$ cat config.mk
export PLATFORM = sky130hd
export DESIGN_NAME = vout_fault_response_logic
export DESIGN_NICKNAME = d
export VERILOG_FILES = /design/src/inc/vout_fault_pkg.sv /design/src/logic/vout_fault_response_logic.sv /design/src/logic/pin_sync.sv /design/src/logic/hold_timer.sv
export SDC_FILE = /design/constraint.sdc
export NUM_CORES = 1
export LEC_CHECK = 0
export BUFFER_PORTS_ARGS = -buffer_cell sky130_fd_sc_hd__buf_2
export CORE_UTILIZATION = 55
export DETAILED_ROUTE_END_ITERATION = 10
export PLACE_DENSITY = 0.78
export SYNTH_ARGS = -nofsm -noshare
export SYNTH_HDL_FRONTEND = slang
export SYNTH_SLANG_ARGS = --single-unit
$ cat constraint.sdc
create_clock -name mclk -period 2.8 [get_ports mclk]
set_clock_uncertainty 0.15 [all_clocks]
set_input_delay 0.14 -clock mclk [delete_from_list [all_inputs] [get_ports mclk]]
set_output_delay 0.14 -clock mclk [all_outputs]
set_load 0.01 [all_outputs]
$ cat src/inc/vout_fault_pkg.sv
// Constants, field layouts and carrier types for the output-rail fault response logic.
// Assumes a single 50 MHz clock; the fault logic, hold_timer and the bench import the whole package.
package vout_fault_pkg;

    // ************************************************************
    // Timing
    // ************************************************************
    localparam int CLK_MHZ = 50;                        // mclk rate in MHz
    localparam int TICK_US = 10;                        // Delay unit in microseconds
    localparam int TICK_CYCLES = TICK_US * CLK_MHZ;     // Cycles per delay unit
    localparam int PRESCALE_W = 9;
    localparam logic [PRESCALE_W-1:0] PRESCALE_LAST = PRESCALE_W'(TICK_CYCLES - 1);
    localparam int DELAY_W = 3;                         // Deglitch delay field width
    localparam int RETRY_W = 16;                        // Retry interval width, in delay units

    // ************************************************************
    // Response byte layout
    // ************************************************************
    localparam int RESP_MSB = 7;
    localparam int RESP_LSB = 6;
    localparam int RETRY_MSB = 5;
    localparam int RETRY_LSB = 3;
    localparam int DELAY_MSB = 2;
    localparam int DELAY_LSB = 0;
    localparam logic [1:0] RESP_IGNORE = 2'h0;          // Overvoltage: pull down only
    localparam logic [1:0] RESP_CONTINUE = 2'h1;        // Run on for the delay, then act
    localparam logic [1:0] RESP_SHUT = 2'h2;            // Disable at once
    localparam logic [1:0] RESP_BAD = 2'h3;             // Unsupported
    localparam logic [2:0] RETRY_FOREVER = 3'h7;

    // Overvoltage byte: the only accepted codes
    localparam logic [7:0] OV_CODE_LATCH = 8'h80;
    localparam logic [7:0] OV_CODE_RETRY = 8'hb8;
    localparam logic [4:0] OV_DEG_LATCH_TOP = 5'h08;    // 0x40..0x47
    localparam logic [4:0] OV_DEG_RETRY_TOP = 5'h0f;    // 0x78..0x7f

    // Reset values of the two response bytes
    localparam logic [7:0] OV_RESP_RESET = 8'h7a;
    localparam logic [7:0] UV_RESP_RESET = 8'hb8;

    // ************************************************************
    // Carriers
    // ************************************************************
    typedef struct packed {
        logic tonDelayDone;
        logic tonRiseDone;
        logic tonMaxReached;
        logic uvLevelReached;
        logic toffFalling;
    } seq_status_s;

    typedef struct packed {
        logic statusByteOv;
        logic statusWordVout;
        logic statusVoutOv;
        logic statusVoutUv;
        logic cmlFault;
    } fault_status_s;

    // ************************************************************
    // Response byte decoding
    // ************************************************************
    function automatic logic [1:0] respField(input logic [7:0] code);
        respField = code[RESP_MSB:RESP_LSB];
    endfunction : respField

    function automatic logic retriesForever(input logic [7:0] code);
        retriesForever = (code[RETRY_MSB:RETRY_LSB] == RETRY_FOREVER);
    endfunction : retriesForever

    function automatic logic [DELAY_W-1:0] delayOf(input logic [7:0] code);
        delayOf = code[DELAY_MSB:DELAY_LSB];
    endfunction : delayOf

    function automatic logic respValid(input logic isUv, input logic [7:0] code);
        if (isUv) begin
            respValid = (respField(code) != RESP_BAD);
        end else begin
            respValid = (code == OV_CODE_LATCH) || (code == OV_CODE_RETRY) ||
                        (code[7:3] == OV_DEG_LATCH_TOP) || (code[7:3] == OV_DEG_RETRY_TOP);
        end
    endfunction : respValid

endpackage : vout_fault_pkg

$ cat src/logic/vout_fault_response_logic.sv
// Fault response for one output rail: overvoltage and undervoltage handling.
// Assumes comparator and pin levels are asynchronous; command strobes, the sequencer
// flags, the retry interval and the overcurrent flag come from logic on mclk.

module vout_fault_response_logic
    import vout_fault_pkg::*;
(
    input wire logic mclk,
    input wire logic sys_rst,
    input wire logic cfgWrite,
    input wire logic cfgSelUv,
    input wire logic [7:0] cfgData,
    input wire logic clearFaults,
    input wire logic softResetCmd,
    input wire logic operationOn,
    input wire logic channel_run_pin,
    input wire logic bias_input_supply,
    input wire logic ovDetect,
    input wire logic uvDetect,
    input wire logic decayBelowEighth,
    input wire logic ocFault,
    input wire seq_status_s seq,
    input wire logic [RETRY_W-1:0] vendor_retry_interval_cmd,
    input wire logic noDecayWait,
    input wire logic alertMaskOv,
    input wire logic alertMaskUv,
    output logic outputEnable,
    output logic pullDownActive,
    output fault_status_s faultStatus,
    output logic alertN,
    output logic [7:0] ovResponse,
    output logic [7:0] uvResponse
);

    // ************************************************************
    // Declarations
    // ************************************************************
    typedef enum logic [1:0] {ST_OFF, ST_RUN, ST_RETRY, ST_LATCHED} chan_state_e;
    chan_state_e state, next_state;
    logic keepClear, next_keepClear;
    logic [4:0] pinLevels;
    logic runPin, biasGood, ovFault, uvRaw, decayLow, runOn, runOnPrev, runRise, biasPrev, biasFall;
    logic [PRESCALE_W-1:0] prescale, next_prescale;
    logic tick, next_tick, ovHoldDone, uvHoldDone, retryHoldDone, retryDone, uvArmed, next_uvArmed;
    logic uvMasked, uvFault, ovTrip, uvTrip, tripRetry, tripClearable, ovLatchesDuringRetry, goOff;
    logic [7:0] next_ovResponse, next_uvResponse;
    fault_status_s next_faultStatus;
    logic statusClear, next_outputEnable, next_pullDownActive, next_alertN;

    // ************************************************************
    // Inputs and time base
    // ************************************************************
    // Pins from outside the clock domain
    pin_sync #(.WIDTH(5)) u_pins (
        .mclk(mclk),
        .sys_rst(sys_rst),
        .pins({channel_run_pin, bias_input_supply, ovDetect, uvDetect, decayBelowEighth}),
        .synced(pinLevels)
    );

    assign runPin = pinLevels[4];
    assign biasGood = pinLevels[3];
    assign ovFault = pinLevels[2];
    assign uvRaw = pinLevels[1];
    assign decayLow = pinLevels[0];

    // Channel is commanded on only with run pin, operation and bias all present
    assign runOn = runPin && operationOn && biasGood;
    assign runRise = runOn && !runOnPrev;
    assign biasFall = biasPrev && !biasGood;
    assign goOff = !runOn || softResetCmd;

    // Ten microsecond tick divider
    always_comb begin
        next_prescale = prescale + PRESCALE_W'(1);
        next_tick = 1'b0;
        if (prescale == PRESCALE_LAST) begin
            next_prescale = '0;
            next_tick = 1'b1;
        end
    end

    always_ff @(posedge mclk or posedge sys_rst) begin
        if (sys_rst) begin
            prescale <= '0;
            tick <= 1'b0;
            runOnPrev <= 1'b0;
            biasPrev <= 1'b0;
        end else begin
            prescale <= next_prescale;
            tick <= next_tick;
            runOnPrev <= runOn;
            biasPrev <= biasGood;
        end
    end

    // ************************************************************
    // Response byte writes
    // ************************************************************
    // Refused bytes leave the stored value untouched
    always_comb begin
        next_ovResponse = ovResponse;
        next_uvResponse = uvResponse;
        if (cfgWrite && respValid(cfgSelUv, cfgData)) begin
            if (cfgSelUv) begin
                next_uvResponse = cfgData;
            end else begin
                next_ovResponse = cfgData;
            end
        end
    end

    always_ff @(posedge mclk or posedge sys_rst) begin
        if (sys_rst) begin
            ovResponse <= OV_RESP_RESET;
            uvResponse <= UV_RESP_RESET;
        end else begin
            ovResponse <= next_ovResponse;
            uvResponse <= next_uvResponse;
        end
    end

    // ************************************************************
    // Undervoltage masking
    // ************************************************************
    // Armed once every start criterion is met; disarmed whenever the rail is off
    always_comb begin
        next_uvArmed = outputEnable && (uvArmed || (seq.tonMaxReached && seq.tonDelayDone &&
                       seq.tonRiseDone && seq.uvLevelReached && !ocFault));
    end

    always_ff @(posedge mclk or posedge sys_rst) begin
        if (sys_rst) begin
            uvArmed <= 1'b0;
        end else begin
            uvArmed <= next_uvArmed;
        end
    end

    assign uvMasked = !uvArmed || !outputEnable || !seq.tonRiseDone || seq.toffFalling;
    assign uvFault = uvRaw && !uvMasked;

    // ************************************************************
    // Delay timers
    // ************************************************************
    // Hold timers restart when the fault drops, so a short glitch cancels the shutdown
    hold_timer #(.W(DELAY_W)) u_ov_hold (
        .mclk(mclk),
        .sys_rst(sys_rst),
        .tick(tick),
        .run(ovFault && (state == ST_RUN)),
        .target(delayOf(ovResponse)),
        .done(ovHoldDone)
    );

    hold_timer #(.W(DELAY_W)) u_uv_hold (
        .mclk(mclk),
        .sys_rst(sys_rst),
        .tick(tick),
        .run(uvFault && (state == ST_RUN)),
        .target(delayOf(uvResponse)),
        .done(uvHoldDone)
    );

    hold_timer #(.W(RETRY_W)) u_retry (
        .mclk(mclk),
        .sys_rst(sys_rst),
        .tick(tick),
        .run(state == ST_RETRY),
        .target(vendor_retry_interval_cmd),
        .done(retryHoldDone)
    );

    // Restart needs the interval and, unless waived, the output decayed
    assign retryDone = retryHoldDone && (decayLow || noDecayWait);

    // ************************************************************
    // Shutdown decision
    // ************************************************************
    // Field 10 acts at once, field 01 after the hold; field 00 never disables
    assign ovTrip = ovFault && ((respField(ovResponse) == RESP_SHUT) ||
                    ((respField(ovResponse) == RESP_CONTINUE) && ovHoldDone));
    assign uvTrip = uvFault && ((respField(uvResponse) == RESP_SHUT) ||
                    ((respField(uvResponse) == RESP_CONTINUE) && uvHoldDone));
    // Any tripping source without endless retry wins and latches
    assign tripRetry = (!ovTrip || retriesForever(ovResponse)) &&
                       (!uvTrip || retriesForever(uvResponse));
    // Immediate no-retry shutdowns may be released by a clear command
    assign tripClearable = (!ovTrip || respField(ovResponse) == RESP_SHUT) &&
                           (!uvTrip || respField(uvResponse) == RESP_SHUT);
    // An immediate overvoltage that must not retry ends a retry series
    assign ovLatchesDuringRetry = ovFault && (respField(ovResponse) == RESP_SHUT) &&
                                  !retriesForever(ovResponse);

    // ************************************************************
    // Channel state
    // ************************************************************
    // Off-then-on, run toggle, reset command and supply loss all pass through ST_OFF
    always_comb begin
        next_state = state;
        next_keepClear = keepClear;
        unique case (state)
            ST_OFF: begin
                if (!goOff) begin
                    next_state = ST_RUN;
                end
            end
            ST_RUN: begin
                if (goOff) begin
                    next_state = ST_OFF;
                end else if (ovTrip || uvTrip) begin
                    next_state = tripRetry ? ST_RETRY : ST_LATCHED;
                    next_keepClear = tripClearable;
                end
            end
            ST_RETRY: begin
                if (goOff) begin
                    next_state = ST_OFF;
                end else if (ovLatchesDuringRetry) begin
                    next_state = ST_LATCHED;
                    next_keepClear = 1'b1;
                end else if (retryDone) begin
                    next_state = ST_RUN;
                end
            end
            ST_LATCHED: begin
                if (goOff) begin
                    next_state = ST_OFF;
                end else if (clearFaults && keepClear) begin
                    next_state = ST_RUN;
                end
            end
        endcase
    end

    always_ff @(posedge mclk or posedge sys_rst) begin
        if (sys_rst) begin
            state <= ST_OFF;
            keepClear <= 1'b0;
        end else begin
            state <= next_state;
            keepClear <= next_keepClear;
        end
    end

    // ************************************************************
    // Status and outputs
    // ************************************************************
    assign statusClear = clearFaults || runRise || biasFall;

    // Hardware set wins over any clear arriving in the same cycle
    always_comb begin
        next_faultStatus = faultStatus;
        if (statusClear) begin
            next_faultStatus = '0;
        end
        if (ovFault) begin
            next_faultStatus.statusByteOv = 1'b1;
            next_faultStatus.statusWordVout = 1'b1;
            next_faultStatus.statusVoutOv = 1'b1;
        end
        if (uvFault) begin
            next_faultStatus.statusWordVout = 1'b1;
            next_faultStatus.statusVoutUv = 1'b1;
        end
        if (cfgWrite && !respValid(cfgSelUv, cfgData)) begin
            next_faultStatus.cmlFault = 1'b1;
        end
    end

    // Rail drive, low-side pull-down and alert line
    always_comb begin
        next_outputEnable = (next_state == ST_RUN);
        next_pullDownActive = ovFault && ((respField(ovResponse) == RESP_IGNORE) ||
                              (next_state != ST_RUN));
        next_alertN = !((next_faultStatus.statusVoutOv && !alertMaskOv) ||
                        (next_faultStatus.statusVoutUv && !alertMaskUv) ||
                        next_faultStatus.cmlFault);
    end

    always_ff @(posedge mclk or posedge sys_rst) begin
        if (sys_rst) begin
            faultStatus <= '0;
            outputEnable <= 1'b0;
            pullDownActive <= 1'b0;
            alertN <= 1'b1;
        end else begin
            faultStatus <= next_faultStatus;
            outputEnable <= next_outputEnable;
            pullDownActive <= next_pullDownActive;
            alertN <= next_alertN;
        end
    end
endmodule : vout_fault_response_logic

$ cat src/logic/pin_sync.sv
// Three-stage synchroniser for a group of pin inputs.
// Assumes the pins are asynchronous to mclk; output follows once stages two and three agree.
module pin_sync #(
    parameter int WIDTH = 1
) (
    input wire logic mclk,
    input wire logic sys_rst,
    input wire logic [WIDTH-1:0] pins,
    output logic [WIDTH-1:0] synced
);

    logic [WIDTH-1:0] meta;
    logic [WIDTH-1:0] stage2;
    logic [WIDTH-1:0] stage3;
    logic [WIDTH-1:0] next_synced;

    // Agreement filter per bit; the first stage feeds only the second
    always_comb begin
        for (int i = 0; i < WIDTH; i++) begin
            next_synced[i] = (stage2[i] == stage3[i]) ? stage3[i] : synced[i];
        end
    end

    always_ff @(posedge mclk or posedge sys_rst) begin
        if (sys_rst) begin
            meta <= '0;
            stage2 <= '0;
            stage3 <= '0;
            synced <= '0;
        end else begin
            meta <= pins;
            stage2 <= meta;
            stage3 <= stage2;
            synced <= next_synced;
        end
    end

endmodule : pin_sync

$ cat src/logic/hold_timer.sv
// Counts delay-unit ticks while a condition holds; restarts from zero when it drops.
// Assumes tick is a one-cycle enable on mclk; done is combinational from the count.
module hold_timer
    import vout_fault_pkg::*;
#(
    parameter int W = 3
) (
    input wire logic mclk,
    input wire logic sys_rst,
    input wire logic tick,
    input wire logic run,
    input wire logic [W-1:0] target,
    output logic done
);

    // One bit wider than the target so a count past the largest target still fits
    logic [W:0] count;
    logic [W:0] next_count;

    // Saturating count so a long hold never wraps back below the target
    always_comb begin
        next_count = count;
        if (!run) begin
            next_count = '0;
        end else if (tick && (count != {(W+1){1'b1}})) begin
            next_count = count + (W+1)'(1);
        end
    end

    always_ff @(posedge mclk or posedge sys_rst) begin
        if (sys_rst) begin
            count <= '0;
        end else begin
            count <= next_count;
        end
    end

    // The first tick comes at any phase, so one tick past the target guarantees the full hold
    assign done = run && ((target == '0) || (count > {1'b0, target}));

endmodule : hold_timer

---- Word level (Yosys, flattened, before mapping) ----
Cells that the tools add are included.
storage, ports and cells
  flip-flop bits (word level) ............. 85
  input bits .............................. 45
  output and inout bits ................... 24
  logic and storage cells ................. 180
operators by class
  add/subtract/negate cells ............... 4
  $lt $le $gt $ge ......................... 3
  equal/unequal tests ..................... 32
  mux-type cells .......................... 29
  bitwise operators ....................... 1
  reductions and logical operators ........ 83
operators by type and width
  cell                                                                    count
  17-bit 2-to-1 mux                                                       2
  1-bit logical AND                                                       33
  1-bit logical OR                                                        24
  17-bit by 1-bit adder with 17-bit output (second input constant)        1
  17-bit by 16-bit > comparator with 1-bit output                         1
  17-bit != test (second input constant)                                  1
  8-bit equality test (second input constant)                             2
  16-bit zero test                                                        1
  2-bit 2-to-1 mux                                                        8
  4-bit 2-to-1 mux                                                        4
  1-bit zero test                                                         15
  2-bit != test (second input constant)                                   7
  5-bit by 4-bit equality test with 1-bit output (second input constant)  2
  1-bit 2-to-1 mux                                                        10
  9-bit by 1-bit adder with 9-bit output (second input constant)          1
  9-bit equality test (second input constant)                             1
  9-bit 2-to-1 mux                                                        1
  4-bit by 1-bit adder with 4-bit output (second input constant)          2
  2-bit by 1-bit equality test with 1-bit output (second input constant)  4
  2-bit equality test (second input constant)                             4
  4-bit by 3-bit > comparator with 1-bit output                           2
  4-bit != test (second input constant)                                   2
  2-bit case mux with 4 select lines                                      1
  3-bit equality test (second input constant)                             2
  other kinds (12)                                                        21

---- Logic depth before layout (Yosys ltp) ----
Gate-level depths: netlist of the first run.
  word-level depth ........................ 21
  gate-level depth with buffers ........... 11
  mapped depth without buffers ............ 10

---- By module ----
Synthesis of the first run repeated with hierarchy kept, for this count alone.
unflattened totals
  cell total of the unflattened synthesis .. 393
  area, all modules ....................... 4336.7 µm²
modules (own cells, without submodules)
  module                       times used  cells each  area each (µm²)
  vout_fault_response_logic    1           157         1839.3
  hold_timer at u_retry        1           146         1321.3
  hold_timer at u_ov_hold ...  2           32          307.8
  pin_sync                     1           26          560.5

---- Worst setup path after synthesis of the first run ----
No wires, ideal clock.
  path kind ............................... reg-to-reg
  from .................................... register u_retry.count[0]
  to ...................................... register u_retry.count[11]
  setup time .............................. 0.078 ns
  arrival time ............................ 2.357 ns
  required time ........................... 2.572 ns
  setup slack ............................. 0.215 ns
  cell stages (with the launch flop) ...... 12
  clock period less this slack ............ 2.585 ns
  cell sequence ........................... dfrtp_1 > ha_1 > nand3_1 > nor4_1 > ha_1 > and2b_1 > buf_6 > nand4_4 > or3_1 > clkbuf_2 > or3_1 > a21oi_1
on the way
  word-level cells in the longest chain between the ends .. 3
  elaborated cells on any way between the ends .. 6
  those cells by class .................... add/sub: 1; eq/ne: 2; mux: 2; reduce/logical: 1
RTL lines
  what                                                                        RTL line                            source
  from (decl)                                                                 hold_timer.sv:17                    logic [W:0] count;
  from (signal assigned)                                                      hold_timer.sv:34                    count <= next_count;
  17-bit by 1-bit adder with 17-bit output or 17-bit != test (tied branches)  hold_timer.sv:26, hold_timer.sv:25
  17-bit 2-to-1 mux or 1-bit logical AND (tied branches)                      hold_timer.sv:25                    end else if (tick && (count != {(W+1){1'b1}})) begin
  17-bit 2-to-1 mux or 2-bit != test (tied branches)                          -
Several ways; a longest one is shown, not always the timed one. The select of a mux whose other input is x is not followed.
A chain may end at the register's enable or synchronous reset.

---- Worst setup path in the final report of the first run ----
  from .................................... register u_retry.count[1]
  to ...................................... register u_retry.count[10]
Same word-level chain as after synthesis.

==> results of run 1 <==
## layout make-up
| type | instances | area share (%) |
|---|---|---|
| Multi-Input combinational cell | 273 | 37.1 |
| Timing Repair Buffer | 96 | 12.0 |
| Clock buffer | 10 | 2.68 |
| Tap cell | 99 | 2.41 |
| Inverter | 31 | 2.29 |
| Clock inverter | 6 | 1.83 |
| Sequential cell | 85 | 41.7 |
## flip-flops by register name, indices dropped and copies added (netlist names)
register / count
u_pins.stage3: 5
uvResponse: 8
keepClear: 1
uvArmed: 1
u_pins.meta: 5
alertN: 1
tick: 1
faultStatus: 5
u_uv_hold.count: 4
state: 2
biasPrev: 1
runOnPrev: 1
u_pins.stage2: 5
prescale: 9
pullDownActive: 1
u_retry.count: 17
ovResponse: 8
u_ov_hold.count: 4
u_pins.synced: 5
outputEnable: 1
## synthesized netlist by cell type (all sizes together), types with 3 or more instances
master	number	area [µm²]
maj3	5	50.1
nor2b	6	37.5
xnor2	9	78.8
inv	31	116
mux2i	3	30.0
nand2	23	86.3
and3	5	31.3
xor2	11	96.3
nor3	9	45.0
a21o	6	45.0
buf	3	26.3
dfstp	10	263
ha	27	338
dfrtp	75	1880
a21oi	20	100
o21ai	14	70.1
mux2	14	158
nand4	10	77.6
or3	9	57.6
nor4	7	43.8
a31oi	3	18.8
nand3	20	100
clkbuf	4	16.3
nor3b	4	35.0
nor2	38	143
## power by group through the flow
stage	Sequential (mW)	Clock, mW	Combinational [mW]
finish	1.40	0.988	0.369
CTS	1.40	1.00	0.365
global placement	1.42	0	0.320
detailed placement	1.42	0	0.335
floorplan	1.43	0	0.166
global route	1.41	1.05	0.408
## worst reg2reg max path, delay by kind of cell (launching register included)
family | cells | cell delay, ns
AND/OR/NAND/NOR | 7 | 1.31
XOR/XNOR | 1 | 0.19
flip-flops | 1 | 0.43
adder cells (fa/ha/maj) | 2 | 0.42
## repair_timing
action / CTS / global route
hold buffers: 21 / 0
endpoints found under the setup margin: 0 / 7
resized for setup: 0 / 4
endpoints found under the hold margin: 67 / 0
## path summary, 6_finish.rpt
path,cells past startpoint,slack (ns),to,startpoint
worst max-delay path,10,0.18,u_retry.count[10]$_DFFE_PP0P_,u_retry.count[1]$_DFFE_PP0P_
worst min-delay path,4,0.005,uvArmed$_DFF_PP0_,seq[4]
worst max register to register,10,0.18,u_retry.count[10]$_DFFE_PP0P_,u_retry.count[1]$_DFFE_PP0P_
worst min register to register,0,0.20,u_pins.stage2[2]$_DFF_PP0_,u_pins.meta[2]$_DFF_PP0_
max in group asynchronous,4,1.52,uvResponse[7]$_DFFE_PP1P_,sys_rst
min in group asynchronous,3,0.25,u_retry.count[12]$_DFFE_PP0P_,sys_rst
## per-layer routing
metal	up-vias	part of all wire (%)	track usage [%]
li1	1603	-	-
met3	12	4.7	5.36
met5	-	0	0
met1	1649	43	31.4
met2	95	51	45.5
met4	0	1.7	9.52
## per-stage QoR
step / util [%] / cells / hold slack [ns] / setup WS, ns
floorplan: - / 396 / 0.0214 / 0.215
global route: 70.4 / 600 / 0.0375 / 0.0108
finish: 70.4 / 600 / 0.00489 / 0.180
CTS: 70.2 / 600 / 0.00411 / 0.0296
detailed placement: 64.1 / 563 / 0.101 / 0.0569
global placement: 64.1 / 563 / 0.0977 / 0.189
## logic make-up (layout without fill, tap and decap cells)
| group | after synthesis | after routing | share of synthesized area (%) |
|---|---|---|---|
| flops | 85 | 85 | 51.1 |
| fa+ha+maj | 32 | 32 | 9.26 |
| buf+inv | 38 | 143 | 3.79 |
| simple gates | 144 | 144 | 18.2 |
| xor+xnor | 20 | 20 | 4.18 |
| mux | 17 | 17 | 4.48 |
| compound gates | 60 | 60 | 8.96 |
## cell usage in the layout (no fill, tap or decap), types with 3 or more instances in the layout
cell type and instances:
dfrtp_1 74, buf_2 68, nor2_1 38, inv_1 30
ha_1 27, nand2_1 23, dlygate4sd3_1 21, a21oi_1 20
nand3_1 20, mux2_2 14, o21ai_0 13, xor2_1 11
dfstp_2 10, clkbuf_8 10, nand4_1 9, xnor2_1 9
nor3_1 9, or3_1 7, nor4_1 7, nor2b_1 6
a21o_1 6, buf_4 6, and3_1 5, maj3_1 5
mux2i_1 3, a31oi_1 3, nor3b_1 3
==> results.py, run 1 <==
metrics = {
    "outcome": {
        "status": "finished clean",
    },
    "power_and_ir_drop": {
        "finalPower_mw": 2.76,
        "vdd_ir_drop_max_mv": 0.432,
        "clockPowerShare_pct": 35.8,
        "pwr-share-comb_pct": 13.4,
        "intPower_mw": 2.04,
        "switching_share_pct": 26.1,
        "powerDensity_nw_per_um2": 538,
        "p_seq_share_pct": 50.8,
        "p_sw_mw": 0.721,
        "p_leak_nw": 2.42,
    },
    "cells_and_area": {
        "drive_gt1_share_pct": 25.3,
        "area_delta_synth_final_pct": 22.5,
        "nNetsFinal": 568,
        "fillers": 588,
        "multi_input_area_um2": 1900,
        "antenna_cells": 0,
        "final_cell_area_um2": 5130,
        "seq_area_um2": 2140,
    },
    "worst_setup_path": {
        "cp_slowest_cell": "dfrtp_2",
        "cp_common_cell": "ha_1",
        "worstSetupStartpointType": "flop",
        "required_ns": 2.90,
        "cp_num_buf_inv": 0,
        "crit_type": "flop to flop",
        "crit_arrival_ns": 2.72,
        "path_max_fanout": 4,
        "critical-path-top-delay-family": "simple AND/OR/NAND/NOR gates",
        "cp-end-kind": "flop",
        "slowest_delay_ns": 0.43,
        "crit_chain": "ha_1, nand3_1, nor4_1, ha_1, and2b_2, and4_2, and4_1, nand2_1, xor2_1, nor2_1",
    },
    "sta": {
        "period_share_pct": 93.6,
        "fin_crit_ns": 2.62,
        "setup_tns_ns": 0,
        "final-hold-violation-count": 0,
        "relSlewSlack_pct": 53.7,
        "worstMarginPinSlew_ns": 0.693,
        "finalMaxSlewViolations": 0,
        "fmax_mhz": 382,
        "finalSetupViolCount": 0,
        "rsz0062_at_grt": "false",
    },
    "cts": {
        "numCtsBuffers": 9,
        "cts.root.buffer_cell": "clkbuf_8",
        "cts_setup_buffers": 0,
        "clk_latency_ns": 0.36,
        "clockBufferDepth": 2,
        "clk_pin_slew_ns": 0.09,
        "clock_sinks": 85,
        "cts_tree": "yes",
        "cts_htree_levels": 3,
    },
    "floorplanning": {
        "die_w_um": 89.3,
        "start_util_pct": 57.4,
        "row_count": 31,
        "die_area_um2": 7970,
        "die_h_um": 89.3,
        "boundaryPins": 69,
        "design.core.area_um2": 7290,
    },
    "drt": {
        "totalWireLength_um": 9250,
        "initialDrtViolationCount": 135,
        "postRouteAntennaNets": 0,
        "num_vias": 3359,
        "drcViolationCount": 0,
        "drtPass1Iterations": 4,
        "via_per_inst": 5.60,
        "routedWlPerCell_um": 15.4,
    },
    "yosys": {
        "netlist_instances": 396,
        "synth_edf_count": 0,
        "synth.cell_area_um2": 4190,
        "ys_ff_latch": 85,
        "syn_avg_cell_area_um2": 10.6,
        "yosysSeqAreaShare_pct": 51.1,
        "synth_warnings": 0,
        "ys_async_sr_fraction_pct": 100,
        "synth_flop_cell": "dfrtp_1",
        "synth_nets": 468,
        "yosys.cell_types.count": 55,
    },
    "placement": {
        "place_congestion": 0.880,
        "portBuffers": 68,
        "placed_cell_area_um2": 4680,
        "post-dp-hpwl_um": 6650,
    },
    "global_route": {
        "antenna_found_initial": 0,
        "grtUsageTotal_pct": 25.8,
        "grt_pass1_vias": 3338,
        "gr-total-overflow": 0,
        "grt_max_degree": 47,
        "grt_pass1_wl_um": 15200,
    },
    "job": {
        "max_cap_violations": 0,
    },
    "hold_path": {
        "hp-class": "input pin to flop",
    },
}
Note: power is estimated with default switching activity, not from simulation.
==> run 2, diff against run 1 <==
REMOVE_ABC_BUFFERS = 1   (was not set)
SKIP_LAST_GASP = 1   (was not set)
==> results.py, run 2 (synthesized netlist as in run 1, its figures left out) <==
metrics = {
    "cts": {
        "clockBufferDepth": 2,
        "cts_tree": "yes",
        "clk_pin_slew_ns": 0.10,
        "cts.root.buffer_cell": "clkbuf_8",
        "cts_setup_buffers": 0,
        "numCtsBuffers": 9,
        "clock_sinks": 85,
        "cts_htree_levels": 3,
        "clk_latency_ns": 0.37,
    },
    "global_route": {
        "grt_pass1_vias": 3129,
        "grt_pass1_wl_um": 14000,
        "grtUsageTotal_pct": 23.9,
        "antenna_found_initial": 0,
        "grt_max_degree": 50,
        "gr-total-overflow": 0,
    },
    "cells_and_area": {
        "antenna_cells": 0,
        "layout.cells.non_filler": 600,
        "fillers": 558,
        "reg.largest.list": "u_retry.count (17), prescale (9)",
        "drive_gt1_share_pct": 24.4,
        "final_cell_mix": "dfrtp_1, buf_2, nor2_1",
        "final_cell_area_um2": 5080,
        "nNetsFinal": 568,
        "final_common_cell": "dfrtp_1",
        "largest_reg_flops": 17,
        "largest_register": "u_retry.count",
        "area_delta_synth_final_pct": 21.3,
    },
    "floorplanning": {
        "design.core.area_um2": 7290,
        "row_count": 31,
        "die_area_um2": 7970,
        "start_util_pct": 57.4,
        "boundaryPins": 69,
        "die_h_um": 89.3,
        "die_w_um": 89.3,
    },
    "drt": {
        "initialDrtViolationCount": 168,
        "m1WireLength_um": 4020,
        "postRouteAntennaNets": 0,
        "wl_met3_um": 324,
        "drtPass1Iterations": 4,
        "totalWireLength_um": 8750,
        "via_per_inst": 5.46,
        "highest_layer": "met4",
        "routedWlPerCell_um": 14.6,
        "drcViolationCount": 0,
        "num_vias": 3278,
        "routed-wl-met2_um": 4250,
    },
    "placement": {
        "placed_cell_area_um2": 4670,
        "post-dp-hpwl_um": 6420,
        "place_congestion": 0.883,
        "portBuffers": 68,
        "numPlacedInstances": 562,
    },
    "power_and_ir_drop": {
        "p_leak_nw": 2.40,
        "powerDensity_nw_per_um2": 510,
        "vdd_ir_drop_max_mv": 0.494,
        "finalPower_mw": 2.59,
    },
    "outcome": {
        "status": "finished clean",
    },
    "worst_setup_path": {
        "cp-end-kind": "flop",
        "worstSetupStartpointType": "flop",
        "crit_arrival_ns": 2.80,
        "path_max_fanout": 5,
        "required_ns": 2.94,
        "crit_type": "flop to flop",
    },
    "hold_path": {
        "hp-class": "input pin to flop",
    },
    "sta": {
        "fmax_mhz": 376,
        "final-hold-violation-count": 0,
        "fin_crit_ns": 2.66,
        "worstMarginPinSlew_ns": 0.829,
        "finalMaxSlewViolations": 0,
        "rsz0062_at_grt": "false",
        "finalSetupViolCount": 0,
        "relSlewSlack_pct": 44.7,
        "worst_hold_slack_ns": 0.0252,
        "period_share_pct": 95.0,
        "setup_tns_ns": 0,
    },
    "job": {
        "max_cap_violations": 0,
    },
}
==> run 2: cell count changes in the layout (fill, tap and decap cells not counted), sizes merged <==
cell	delta
dlygate4sd3	+1
buf	-1
clkinvlp	-1
bufinv	-2
inv	+5
clkinv	-2
==> run 2: layout make-up <==
type | count | area [µm²] | area share [%]
clock buffer | 10 | 128 | 2.51
clock inverter | 6 | 57.6 | 1.13
inverter | 31 | 118 | 2.32
multi-input combinational | 273 | 1900 | 37.3
sequential | 85 | 2140 | 42.1
tap | 99 | 124 | 2.44
timing repair buffer | 96 | 618 | 12.2
==> run 2: power by group <==
part / switching, mW / internal (mW)
Sequential: 0.0656 / 1.33
Combinational: 0.188 / 0.178
Clock: 0.481 / 0.348
Total: 0.735 / 1.85
==> run 2: path summary, 6_finish.rpt <==
kind / startpoint / end / slack [ns] / depth (start not counted)
setup / recovery: u_retry.count[1]$_DFFE_PP0P_ / u_retry.count[13]$_DFFE_PP0P_ / 0.14 / 9
hold / removal: seq[4] / uvArmed$_DFF_PP0_ / 0.03 / 4
setup reg to reg: u_retry.count[1]$_DFFE_PP0P_ / u_retry.count[13]$_DFFE_PP0P_ / 0.14 / 9
hold reg to reg: u_pins.meta[4]$_DFF_PP0_ / u_pins.stage2[4]$_DFF_PP0_ / 0.21 / 0
max in group asynchronous: sys_rst / ovResponse[1]$_DFFE_PP1P_ / 1.45 / 4
min in group asynchronous: sys_rst / prescale[0]$_DFF_PP0_ / 0.29 / 3
==> run 2: critical path, stage by stage (launching register included) <==
cell and delay [ns]:
dfrtp_1 0.45, ha_1 0.25, nand3_1 0.09, nor4_1 0.06
ha_1 0.17, and2b_1 0.29, nand4_4 0.15, or3_1 0.47
or3_1 0.37, a21oi_1 0.15
==> run 2: metrics by stage <==
step / worst slack, ns / util, %
2_1_floorplan: 0.184 / -
3_3_place_gp: 0.244 / 64.0
3_5_place_dp: 0.194 / 64.0
4_1_cts: 0.0871 / 69.6
5_1_grt: 0.0440 / 69.7
6_report: 0.141 / 69.7
==> run 2: per-layer routing <==
| metal | global-route usage (%) | up-vias |
|---|---|---|
| li1 | - | 1600 |
| met1 | 31.4 | 1590 |
| met2 | 38.0 | 74 |
| met3 | 6.46 | 14 |
| met4 | 9.52 | 0 |
| met5 | 0 | - |
==> run 2: timing repair <==
item / CTS / global route
resized for setup: 0 / 1
hold endpoints to repair: 73 / 0
hold buffers: 22 / 0
endpoints found under the setup margin: 0 / 1
